==> src/hw/mpm_pkg.sv <==
// Package of constants and types for the motor protection monitor
// Functional notes
// - Stall fault: peak current over level, enabled
// - Stall fault delay 0.1 to 100 s
// - Underload fault: current under level, enabled
// - Underload fault delay 0.1 to 99 s
// - Underload alarm: separate level, alarm enable
// - Underload alarm delay timed independently
// - High power fault: power over level, enabled
// - High power alarm: separate level, enabled
// - High power delays 0.1 to 99 s
// - Low power fault: power under level, enabled
// - Low power alarm: separate level, enabled
// - Undervoltage fault: average voltage under level
// - Undervoltage alarm: separate level, default 90
// - Undervoltage delays 0.1 to 99 s, 3.0
// - Overvoltage fault: average voltage over level
// - Overvoltage alarm: separate level, enabled
// - Overvoltage delays 0.1 to 99 s, 3.0
// - Voltage imbalance fault over level, enabled
// - Voltage imbalance alarm; delays default 3.0
// - Current imbalance fault over level, enabled
// - Current imbalance fault delay, default 3.0
package mpm_pkg;
	// Clock rate and time base
	localparam int CLK_HZ = 10000000;
	localparam int TICK_MS = 100;
	localparam int TICK_CYC = CLK_HZ / 1000 * TICK_MS;
	localparam logic [20:0] TICK_LAST = 21'(TICK_CYC - 1);
	// Delay settings are in tenths of a second
	localparam logic [9:0] DLY_MIN = 10'h001;
	localparam logic [9:0] DLY_MAX_100S = 10'h3e8;
	localparam logic [9:0] DLY_MAX_99S = 10'h3de;
	// Number of detectors
	localparam int NDET = 17;
	// Detector indices
	localparam int D_STALL_F = 0;
	localparam int D_UL_F = 1;
	localparam int D_UL_A = 2;
	localparam int D_HP_F = 3;
	localparam int D_HP_A = 4;
	localparam int D_LP_F = 5;
	localparam int D_LP_A = 6;
	localparam int D_UV_F = 7;
	localparam int D_UV_A = 8;
	localparam int D_OV_F = 9;
	localparam int D_OV_A = 10;
	localparam int D_VI_F = 11;
	localparam int D_VI_A = 12;
	localparam int D_CI_F = 13;
	// Spare slots kept disabled
	localparam int D_SPARE0 = 14;
	// Register offsets (word address on the plain port)
	localparam logic [7:0] A_LVL_BASE = 8'h00;
	localparam logic [7:0] A_DLY_BASE = 8'h20;
	localparam logic [7:0] A_MOT_FEN = 8'h40;
	localparam logic [7:0] A_MOT_AEN = 8'h41;
	localparam logic [7:0] A_STR_FEN = 8'h42;
	localparam logic [7:0] A_STR_AEN = 8'h43;
	localparam logic [7:0] A_STATUS = 8'h44;
	// Enable bit positions, motor set
	localparam int MB_STALL = 0;
	localparam int MB_UL = 1;
	localparam int MB_HP = 2;
	localparam int MB_LP = 3;
	localparam int MB_CI = 4;
	// Enable bit positions, starter set
	localparam int SB_UV = 0;
	localparam int SB_OV = 1;
	localparam int SB_VI = 2;
	// Level reset values
	localparam logic [15:0] RST_STALL = 16'h0258;
	localparam logic [15:0] RST_UL = 16'h0000;
	localparam logic [15:0] RST_PWR = 16'h0000;
	localparam logic [15:0] RST_UV = 16'h005a;
	localparam logic [15:0] RST_OV = 16'h006e;
	localparam logic [15:0] RST_IMB = 16'h000f;
	// Delay reset values in tenths
	localparam logic [9:0] RST_D_SHORT = 10'h001;
	localparam logic [9:0] RST_D_LONG = 10'h01e;
	// Enable sets reset value
	localparam logic [7:0] RST_EN = 8'h00;
	// Compare direction
	typedef enum logic {MPM_ABOVE, MPM_BELOW} mpm_dir_t;
endpackage : mpm_pkg

==> src/hw/mpm_qual.sv <==
// One qualification timer: a condition must hold for the whole delay
`timescale 1ns/1ps
module mpm_qual (
	// Clock and reset
	input wire logic i_clk,
	input wire logic i_sys_rst,
	// Time base and condition
	input wire logic i_tick,
	input wire logic i_cond,
	input wire logic i_en,
	input wire logic [9:0] i_delay,
	// Indication
	output logic o_flag
);
	logic [9:0] cnt_q; // Tenths elapsed under violation
	logic flag_q;

	// Count tenths while violated; any break restarts from zero
	always_ff @(posedge i_clk) begin
		if (i_sys_rst || !i_cond) begin
			cnt_q <= 10'h000;
		end else if (i_tick && cnt_q != 10'h3ff) begin
			cnt_q <= cnt_q + 10'h001;
		end
	end

	// Raise only when the full delay has passed and the enable is on
	always_ff @(posedge i_clk) begin
		if (i_sys_rst) begin
			flag_q <= 1'b0;
		end else begin
			flag_q <= i_en && i_cond && (cnt_q >= i_delay);
		end
	end

	assign o_flag = flag_q;
endmodule : mpm_qual

==> src/hw/mpm_top.sv <==
// Motor protection monitor: levels, delays, enables and detectors
`timescale 1ns/1ps
module mpm_top (
	// Clock and reset
	input wire logic i_clk,
	input wire logic i_sys_rst,
	// Measurements from the front end
	input wire logic [15:0] i_peak_current,
	input wire logic [15:0] i_phase_current,
	input wire logic [15:0] i_real_power,
	input wire logic [15:0] i_avg_voltage,
	input wire logic [15:0] i_volt_imbalance,
	input wire logic [15:0] i_curr_imbalance,
	// Register port
	input wire logic [7:0] i_addr,
	input wire logic [15:0] i_wdata,
	input wire logic i_wr,
	input wire logic i_rd,
	output logic [15:0] o_rdata,
	// Indications
	output logic o_stall_fault,
	output logic o_underload_fault,
	output logic o_underload_alarm,
	output logic o_high_power_fault,
	output logic o_high_power_alarm,
	output logic o_low_power_fault,
	output logic o_low_power_alarm,
	output logic o_undervolt_fault,
	output logic o_undervolt_alarm,
	output logic o_overvolt_fault,
	output logic o_overvolt_alarm,
	output logic o_volt_imbal_fault,
	output logic o_volt_imbal_alarm,
	output logic o_curr_imbal_fault
);
	localparam int N = mpm_pkg::NDET;

	// Settings storage
	logic [15:0] lvl_q [N]; // Level per detector
	logic [9:0] dly_q [N]; // Delay per detector in tenths
	logic [7:0] mot_fen_q; // Motor fault enable set
	logic [7:0] mot_aen_q; // Motor alarm enable set
	logic [7:0] str_fen_q; // Starter fault enable set
	logic [7:0] str_aen_q; // Starter alarm enable set
	logic [15:0] rdata_q;
	// Time base
	logic [20:0] tick_cnt_q;
	logic tick_q;
	// Detector wiring
	logic [15:0] meas [N];
	logic [N-1:0] below;
	logic [N-1:0] cond;
	logic [N-1:0] en;
	logic [N-1:0] flag;
	logic [N-1:0] out_q;

	// Reset value of a detector level
	function automatic logic [15:0] lvl_rst(input int k);
		logic [15:0] v;
		v = mpm_pkg::RST_PWR;
		if (k == mpm_pkg::D_STALL_F) begin
			v = mpm_pkg::RST_STALL;
		end else if (k == mpm_pkg::D_UL_F || k == mpm_pkg::D_UL_A) begin
			v = mpm_pkg::RST_UL;
		end else if (k == mpm_pkg::D_UV_F || k == mpm_pkg::D_UV_A) begin
			v = mpm_pkg::RST_UV;
		end else if (k == mpm_pkg::D_OV_F || k == mpm_pkg::D_OV_A) begin
			v = mpm_pkg::RST_OV;
		end else if (k >= mpm_pkg::D_VI_F && k <= mpm_pkg::D_CI_F) begin
			v = mpm_pkg::RST_IMB;
		end
		return v;
	endfunction : lvl_rst

	// Reset value of a detector delay: voltage and imbalance are long
	function automatic logic [9:0] dly_rst(input int k);
		logic [9:0] v;
		v = mpm_pkg::RST_D_SHORT;
		if (k >= mpm_pkg::D_UV_F && k <= mpm_pkg::D_CI_F) begin
			v = mpm_pkg::RST_D_LONG;
		end
		return v;
	endfunction : dly_rst

	// Highest delay allowed for a detector
	function automatic logic [9:0] dly_max(input int k);
		logic [9:0] v;
		v = mpm_pkg::DLY_MAX_99S;
		if (k == mpm_pkg::D_STALL_F) begin
			v = mpm_pkg::DLY_MAX_100S;
		end
		return v;
	endfunction : dly_max

	// Clamp a written delay into its legal range
	function automatic logic [9:0] dly_clamp(input logic [15:0] w, input int k);
		logic [9:0] v;
		v = w[9:0];
		if (w[15:10] != 6'h00 || w[9:0] > dly_max(k)) begin
			v = dly_max(k);
		end else if (w[9:0] < mpm_pkg::DLY_MIN) begin
			v = mpm_pkg::DLY_MIN;
		end
		return v;
	endfunction : dly_clamp

	// Tenth of a second tick; delays count in these units
	// One time base is shared by every timer. A violation can therefore see its
	// first tick anywhere from one cycle to a full tenth after it starts, so a
	// delay is met to within one tenth. This trades precision for one counter.
	always_ff @(posedge i_clk) begin
		if (i_sys_rst) begin
			tick_cnt_q <= 21'h000000;
			tick_q <= 1'b0;
		end else if (tick_cnt_q == mpm_pkg::TICK_LAST) begin
			tick_cnt_q <= 21'h000000;
			tick_q <= 1'b1;
		end else begin
			tick_cnt_q <= tick_cnt_q + 21'h000001;
			tick_q <= 1'b0;
		end
	end

	// Enable sets written by software
	// Bits above the defined ones are stored and read back but drive nothing
	always_ff @(posedge i_clk) begin
		if (i_sys_rst) begin
			mot_fen_q <= mpm_pkg::RST_EN;
			mot_aen_q <= mpm_pkg::RST_EN;
			str_fen_q <= mpm_pkg::RST_EN;
			str_aen_q <= mpm_pkg::RST_EN;
		end else if (i_wr) begin
			if (i_addr == mpm_pkg::A_MOT_FEN) begin
				mot_fen_q <= i_wdata[7:0];
			end else if (i_addr == mpm_pkg::A_MOT_AEN) begin
				mot_aen_q <= i_wdata[7:0];
			end else if (i_addr == mpm_pkg::A_STR_FEN) begin
				str_fen_q <= i_wdata[7:0];
			end else if (i_addr == mpm_pkg::A_STR_AEN) begin
				str_aen_q <= i_wdata[7:0];
			end
		end
	end

	// Register read: data stand one cycle after the strobe only
	// Clearing outside the answer cycle keeps a stale word from looking fresh
	always_ff @(posedge i_clk) begin
		if (i_sys_rst || !i_rd) begin
			rdata_q <= 16'h0000;
		end else if (i_addr < mpm_pkg::A_LVL_BASE + 8'(N)) begin
			rdata_q <= lvl_q[i_addr[4:0]];
		end else if (i_addr >= mpm_pkg::A_DLY_BASE
			&& i_addr < mpm_pkg::A_DLY_BASE + 8'(N)) begin
			rdata_q <= {6'h00, dly_q[5'(i_addr - mpm_pkg::A_DLY_BASE)]};
		end else if (i_addr == mpm_pkg::A_MOT_FEN) begin
			rdata_q <= {8'h00, mot_fen_q};
		end else if (i_addr == mpm_pkg::A_MOT_AEN) begin
			rdata_q <= {8'h00, mot_aen_q};
		end else if (i_addr == mpm_pkg::A_STR_FEN) begin
			rdata_q <= {8'h00, str_fen_q};
		end else if (i_addr == mpm_pkg::A_STR_AEN) begin
			rdata_q <= {8'h00, str_aen_q};
		end else if (i_addr == mpm_pkg::A_STATUS) begin
			rdata_q <= out_q[15:0];
		end else begin
			rdata_q <= 16'h0000; // Unmapped reads as zero
		end
	end

	// Enable bit for each slot, taken from its own set
	// Spare slots keep a zero enable, so their indications can never rise,
	// whatever level software leaves in them
	always_comb begin
		en = '0;
		en[mpm_pkg::D_STALL_F] = mot_fen_q[mpm_pkg::MB_STALL];
		en[mpm_pkg::D_UL_F] = mot_fen_q[mpm_pkg::MB_UL];
		en[mpm_pkg::D_UL_A] = mot_aen_q[mpm_pkg::MB_UL];
		en[mpm_pkg::D_HP_F] = mot_fen_q[mpm_pkg::MB_HP];
		en[mpm_pkg::D_HP_A] = mot_aen_q[mpm_pkg::MB_HP];
		en[mpm_pkg::D_LP_F] = mot_fen_q[mpm_pkg::MB_LP];
		en[mpm_pkg::D_LP_A] = mot_aen_q[mpm_pkg::MB_LP];
		en[mpm_pkg::D_UV_F] = str_fen_q[mpm_pkg::SB_UV];
		en[mpm_pkg::D_UV_A] = str_aen_q[mpm_pkg::SB_UV];
		en[mpm_pkg::D_OV_F] = str_fen_q[mpm_pkg::SB_OV];
		en[mpm_pkg::D_OV_A] = str_aen_q[mpm_pkg::SB_OV];
		en[mpm_pkg::D_VI_F] = str_fen_q[mpm_pkg::SB_VI];
		en[mpm_pkg::D_VI_A] = str_aen_q[mpm_pkg::SB_VI];
		en[mpm_pkg::D_CI_F] = mot_fen_q[mpm_pkg::MB_CI];
	end

	// Measurement and direction for each slot
	// Measurements are taken as synchronous; a front end on another clock
	// must retime them before they reach these inputs
	always_comb begin
		for (int k = 0; k < N; k++) begin
			meas[k] = 16'h0000;
			below[k] = 1'b0;
		end
		meas[mpm_pkg::D_STALL_F] = i_peak_current;
		meas[mpm_pkg::D_UL_F] = i_phase_current;
		meas[mpm_pkg::D_UL_A] = i_phase_current;
		below[mpm_pkg::D_UL_F] = 1'b1;
		below[mpm_pkg::D_UL_A] = 1'b1;
		meas[mpm_pkg::D_HP_F] = i_real_power;
		meas[mpm_pkg::D_HP_A] = i_real_power;
		meas[mpm_pkg::D_LP_F] = i_real_power;
		meas[mpm_pkg::D_LP_A] = i_real_power;
		below[mpm_pkg::D_LP_F] = 1'b1;
		below[mpm_pkg::D_LP_A] = 1'b1;
		meas[mpm_pkg::D_UV_F] = i_avg_voltage;
		meas[mpm_pkg::D_UV_A] = i_avg_voltage;
		below[mpm_pkg::D_UV_F] = 1'b1;
		below[mpm_pkg::D_UV_A] = 1'b1;
		meas[mpm_pkg::D_OV_F] = i_avg_voltage;
		meas[mpm_pkg::D_OV_A] = i_avg_voltage;
		meas[mpm_pkg::D_VI_F] = i_volt_imbalance;
		meas[mpm_pkg::D_VI_A] = i_volt_imbalance;
		meas[mpm_pkg::D_CI_F] = i_curr_imbalance;
	end

	// Per-slot settings and detector; each has its own timer
	for (genvar g = 0; g < N; g++) begin : g_det
		// Level and delay written by software, delay clamped to range
		always_ff @(posedge i_clk) begin
			if (i_sys_rst) begin
				lvl_q[g] <= lvl_rst(g);
				dly_q[g] <= dly_rst(g);
			end else if (i_wr && i_addr == mpm_pkg::A_LVL_BASE + 8'(g)) begin
				lvl_q[g] <= i_wdata;
			end else if (i_wr && i_addr == mpm_pkg::A_DLY_BASE + 8'(g)) begin
				dly_q[g] <= dly_clamp(i_wdata, g);
			end
		end

		// Strict compare: over exceeds the level, under drops below it
		assign cond[g] = below[g] ? (meas[g] < lvl_q[g]) : (meas[g] > lvl_q[g]);

		mpm_qual u_qual (
			.i_clk(i_clk),
			.i_sys_rst(i_sys_rst),
			.i_tick(tick_q),
			.i_cond(cond[g]),
			.i_en(en[g]),
			.i_delay(dly_q[g]),
			.o_flag(flag[g])
		);
	end

	// Registered indications
	// The extra stage keeps every indication on a flip-flop, at the cost of
	// one more cycle between the timer and the pin
	always_ff @(posedge i_clk) begin
		if (i_sys_rst) begin
			out_q <= '0;
		end else begin
			out_q <= flag;
		end
	end

	assign o_rdata = rdata_q;
	assign o_stall_fault = out_q[mpm_pkg::D_STALL_F];
	assign o_underload_fault = out_q[mpm_pkg::D_UL_F];
	assign o_underload_alarm = out_q[mpm_pkg::D_UL_A];
	assign o_high_power_fault = out_q[mpm_pkg::D_HP_F];
	assign o_high_power_alarm = out_q[mpm_pkg::D_HP_A];
	assign o_low_power_fault = out_q[mpm_pkg::D_LP_F];
	assign o_low_power_alarm = out_q[mpm_pkg::D_LP_A];
	assign o_undervolt_fault = out_q[mpm_pkg::D_UV_F];
	assign o_undervolt_alarm = out_q[mpm_pkg::D_UV_A];
	assign o_overvolt_fault = out_q[mpm_pkg::D_OV_F];
	assign o_overvolt_alarm = out_q[mpm_pkg::D_OV_A];
	assign o_volt_imbal_fault = out_q[mpm_pkg::D_VI_F];
	assign o_volt_imbal_alarm = out_q[mpm_pkg::D_VI_A];
	assign o_curr_imbal_fault = out_q[mpm_pkg::D_CI_F];
endmodule : mpm_top

==> config.mk <==
export PLATFORM = sky130hd
export DESIGN_NAME = mpm_top
export DESIGN_NICKNAME = d
export VERILOG_FILES = /design/src/hw/mpm_pkg.sv /design/src/hw/mpm_qual.sv /design/src/hw/mpm_top.sv
export SDC_FILE = /design/constraint.sdc
export NUM_CORES = 2
export LEC_CHECK = 0
export BUFFER_PORTS_ARGS = -buffer_cell sky130_fd_sc_hd__buf_4
export CORE_MARGIN = 10
export CORE_UTILIZATION = 28
export DETAILED_ROUTE_END_ITERATION = 8
export GPL_TIMING_DRIVEN = 0
export HOLD_SLACK_MARGIN = 0.15
export PLACE_DENSITY = 0.5
export SLEW_MARGIN = 20
export SYNTH_ARGS = -nofsm -noshare
export SYNTH_HDL_FRONTEND = slang
export SYNTH_SLANG_ARGS = --single-unit
==> constraint.sdc <==
create_clock -name i_clk -period 3.61 [get_ports i_clk]
set_input_delay 0.722 -clock i_clk [delete_from_list [all_inputs] [get_ports i_clk]]
set_output_delay 0.722 -clock i_clk [all_outputs]
set_load 0.02 [all_outputs]
==> qor.json <==
{
  "status": {"value": "finished, violations left"},
  "failed_checks": {"value": "negative setup slack"},
  "initial_antenna_violation_count": {"value": 23},
  "placeableCoreArea": {"value": 137700, "unit": "um2"},
  "top_layer": {"value": "met5"},
  "maxClockFrequency": {"value": 272.4, "unit": "MHz"},
  "wl_met1": {"value": 67070, "unit": "um"},
  "max_slew_margin": {"value": 0.1736},
  "combinational_family_with_the_most_area_after_synthesis": {"value": "simple AND/OR/NAND/NOR gates"},
  "die_area": {"value": 154000, "unit": "um2"},
  "dp_slack": {"value": -0.9276, "unit": "ns"},
  "met3WireLength": {"value": 15460, "unit": "um"},
  "synth_enable_flop_cells": {"value": 442},
  "fillCellCount": {"value": 13960},
  "final_net_count": {"value": 4528},
  "area_delta_synth_final": {"value": 16.23, "unit": "%"},
  "die-width": {"value": 392.4, "unit": "um"},
  "seq_area_frac_synth": {"value": 0.4646},
  "dpl.hpwl": {"value": 125400, "unit": "um"},
  "slew_viol_final": {"value": 0},
  "synth-compound-area-share": {"value": 0.09710},
  "first_iter_violations": {"value": 3462},
  "global_route_wire_length_before_repair": {"value": 222700, "unit": "um"},
  "dominantRegCellSynth": {"value": "sky130_fd_sc_hd__edfxtp_1"},
  "synth_simple_gate_area_share": {"value": 0.1686},
  "netlist_top_cells_count": {"value": "sky130_fd_sc_hd__edfxtp_1, sky130_fd_sc_hd__nor2_1, sky130_fd_sc_hd__inv_1"},
  "detail-route-antenna-nets": {"value": 0},
  "drt_pre_antenna_iters": {"value": 6},
  "dpl-instance-area": {"value": 42420, "unit": "um2"},
  "intPower": {"value": 14.25, "unit": "mW"},
  "power.density": {"value": 428.8, "unit": "nW/um2"},
  "synthMostInstantiatedCell": {"value": "sky130_fd_sc_hd__edfxtp_1"},
  "cap_violations": {"value": 0},
  "cp.arrival": {"value": 4.05, "unit": "ns"},
  "cts_made_buffers": {"value": 83},
  "post_cts_setup_buffers": {"value": 0},
  "ys_types": {"value": 68},
  "final.min_clock_period": {"value": 3.671, "unit": "ns"},
  "wl_met2": {"value": 70710, "unit": "um"},
  "holdCritPathClass": {"value": "primary input to flip-flop"},
  "clkSinkCount": {"value": 680},
  "setup_ws": {"value": -0.06142, "unit": "ns"},
  "wl": {"value": 159600, "unit": "um"},
  "layout.core_utilization": {"value": 0.3278},
  "power_frac_seq": {"value": 0.453},
  "netSwitchingFraction": {"value": 0.2636},
  "vias_per_cell": {"value": 5.249},
  "overall_global_routing_resource_usage": {"value": 0.2022},
  "clk_lat_worst_skew": {"value": 0.71, "unit": "ns"},
  "fraction_of_the_mapped_netlist_area_in_adder_cells": {"value": 0.1202},
  "synth_top_area_frac": {"value": 0.3419},
  "critical_path_required": {"value": 3.99, "unit": "ns"},
  "pwr_total": {"value": 19.35, "unit": "mW"},
  "netlist.top_cell.by_area": {"value": "sky130_fd_sc_hd__edfxtp_1"},
  "critPathCapture": {"value": "dly_q[8][8]"},
  "clock_path_buffers": {"value": 3},
  "vdd_ir_drop_max": {"value": 296.8, "unit": "uV"},
  "timing.clock.skew": {"value": 0.03821, "unit": "ns"},
  "synthXorXnorAreaFrac": {"value": 0.02639},
  "synthesis.instances": {"value": 3786},
  "grt_max_degree": {"value": 17},
  "crit-reg2reg-capture": {"value": "g_det[1].u_qual.cnt_q[6]"},
  "final_cells": {"value": 5894},
  "syn_area": {"value": 38820, "unit": "um2"},
  "postCtsHoldBufs": {"value": 0},
  "ios": {"value": 154},
  "remaining_drc_errors": {"value": 0},
  "finalHoldViolations": {"value": 0},
  "critical_path_class": {"value": "primary input to flip-flop"},
  "ff2ff_path_depth": {"value": 7},
  "power.share.clock": {"value": 0.440},
  "cts.root.buffer_cell": {"value": "sky130_fd_sc_hd__clkbuf_16"},
  "fin_crit_sh": {"value": 1.017},
  "timing_worst_slew_pin_value": {"value": 1.240, "unit": "ns"},
  "setup_viol_count_final": {"value": 38},
  "critPathMaxFanout": {"value": 10},
  "vias": {"value": 30940},
  "final.setup.tns": {"value": -0.8470, "unit": "ns"},
  "effective_utilization_at_floorplan": {"value": 0.2820},
  "drt-wirelength-per-cell": {"value": 27.08, "unit": "um"},
  "stdcell_area": {"value": 45120, "unit": "um2"},
  "routabilityCongestion": {"value": 0.9710},
  "setup_repair_after_global_routing_missed_its_margin": {"value": "no"},
  "io_buffer_count": {"value": 149},
  "clkTransAtPathRegs": {"value": 0.06, "unit": "ns"},
  "timing.critical_path.from_type": {"value": "primary input"},
  "synth.top_cells.by_area": {"value": "sky130_fd_sc_hd__edfxtp_1, sky130_fd_sc_hd__dfxtp_1, sky130_fd_sc_hd__ha_1"},
  "syn_nets": {"value": 4283},
  "ys_ff_latch": {"value": 680},
  "timing.rr.start": {"value": "tick_q"},
  "dp.cells": {"value": 5742},
  "post_synth_mux_area_share": {"value": 0.06636},
  "timing.hold.ws": {"value": 0.3498, "unit": "ns"},
  "crit_path_end_kind": {"value": "flip-flop"},
  "share_comb_of_total_power": {"value": 0.107},
  "vias_in_the_first_global_route": {"value": 29910},
  "ctsHtreeMaxLevel": {"value": 3},
  "cts_tree": {"value": "built"},
  "avgSynthCellArea": {"value": 10.25, "unit": "um2"},
  "die_h": {"value": 392.4, "unit": "um"},
  "post_route_cells_drive_above_1_share": {"value": 0.1115},
  "count_of_standard_cell_rows": {"value": 136},
  "critPathLaunch": {"value": "i_wdata[13]"},
  "grt_remaining_overflow": {"value": 0},
  "total_switching_power": {"value": 5.100, "unit": "mW"},
  "p_leak": {"value": 18.30, "unit": "nW"},
  "synth_async_sr_flop_share": {"value": 0},
  "yosys_warnings": {"value": 0},
  "setup.reg_to_reg.worst_slack": {"value": 0.30, "unit": "ns"}
}
==> worst max-delay path: stages <==
cell	delay [ns]
sky130_fd_sc_hd__buf_4	0.16
sky130_fd_sc_hd__nor4_2	0.72
sky130_fd_sc_hd__nand2_1	0.44
sky130_fd_sc_hd__nor2_1	1.01
sky130_fd_sc_hd__clkbuf_1	0.85
sky130_fd_sc_hd__nor2_1	0.13
==> cells by family (layout without fill, tap and decap cells) <==
logic type,count (synthesis),after routing
other,0,1
buffers and inverters,554,867
multiplexers,156,156
AO/OA/AOI/OAI,581,581
AND/OR/NAND/NOR,1325,1325
adder cells (fa/ha/maj),373,373
flip-flops,680,680
XOR/XNOR,117,117
==> placed cells by master (no fill, tap or decap), types with 72 or more instances in the layout <==
cell type                   instances
sky130_fd_sc_hd__mux2i_1           74
sky130_fd_sc_hd__nor3_1            82
sky130_fd_sc_hd__clkbuf_16         85
sky130_fd_sc_hd__a21oi_1          176
sky130_fd_sc_hd__nor2_1           390
sky130_fd_sc_hd__mux4_2            81
sky130_fd_sc_hd__dfxtp_1          238
sky130_fd_sc_hd__ha_1             373
sky130_fd_sc_hd__a21o_1            72
sky130_fd_sc_hd__and2_1           195
sky130_fd_sc_hd__clkbuf_1         131
sky130_fd_sc_hd__buf_4            167
sky130_fd_sc_hd__inv_1            374
sky130_fd_sc_hd__o21ai_0           93
sky130_fd_sc_hd__edfxtp_1         442
sky130_fd_sc_hd__nand2_1          249
sky130_fd_sc_hd__nand3_1          123
sky130_fd_sc_hd__nand4_1           92
==> metal layers <==
metal	vias to the layer above	track usage
li1	14020	-
met1	15150	0.2699
met2	1438	0.3161
met3	302	0.05057
met4	28	0.07147
met5	-	0
==> flip-flops by register name, indices dropped and copies added (netlist names) <==
name and count:
o_rdata 16, dly_q 170, str_fen_q 8, tick_cnt_q 21, mot_aen_q 8, out_q 14
g_det.u_qual.o_flag 14, lvl_q 272, str_aen_q 8, tick_q 1, g_det.u_qual.cnt_q 140, mot_fen_q 8
==> power by group through the flow <==
stage | combinational, mW | sequential (mW) | clock [mW]
2_1_floorplan | 1.10 | 8.78 | 0
3_3_place_gp | 1.98 | 8.91 | 0
3_5_place_dp | 2.04 | 8.91 | 0
4_1_cts | 2.04 | 8.75 | 8.62
5_1_grt | 2.21 | 8.77 | 8.91
6_report | 2.07 | 8.76 | 8.52
==> timing repair <==
item | 4_1_cts | 5_1_grt
resized for setup | 4 | 4
endpoints found under the hold margin | 0 | 0
endpoints found under the setup margin | 148 | 4
==> final cells by class <==
cell class              count  area, um2  share of cell area
diodes                      1      2.502          0.00005546
plain buffers             176      800.8             0.01775
clock buffers             113       2252             0.04991
clock inverters            40      425.4            0.009428
inverters                 376       1411             0.03128
multi-input cells        2552      18690              0.4142
flip-flops and latches    680      18040              0.3997
well taps                1794       2245             0.04974
repair buffers            162       1261             0.02795
==> how the worst min path moves through the flow <==
stage | start | endpoint | slack (ns) | cells past startpoint
after global placement | g_det[13].u_qual.o_flag | out_q[13] | 0.42 | 1
after global routing | i_wdata[5] | str_fen_q[5] | 0.34 | 3
after floorplan | g_det[0].u_qual.o_flag | out_q[0] | 0.41 | 1
after detailed placement | g_det[0].u_qual.o_flag | out_q[0] | 0.42 | 1
final | i_wdata[5] | str_aen_q[5] | 0.35 | 3
after CTS | i_wdata[5] | str_aen_q[5] | 0.31 | 3
(Power assumes the default switching activity.)
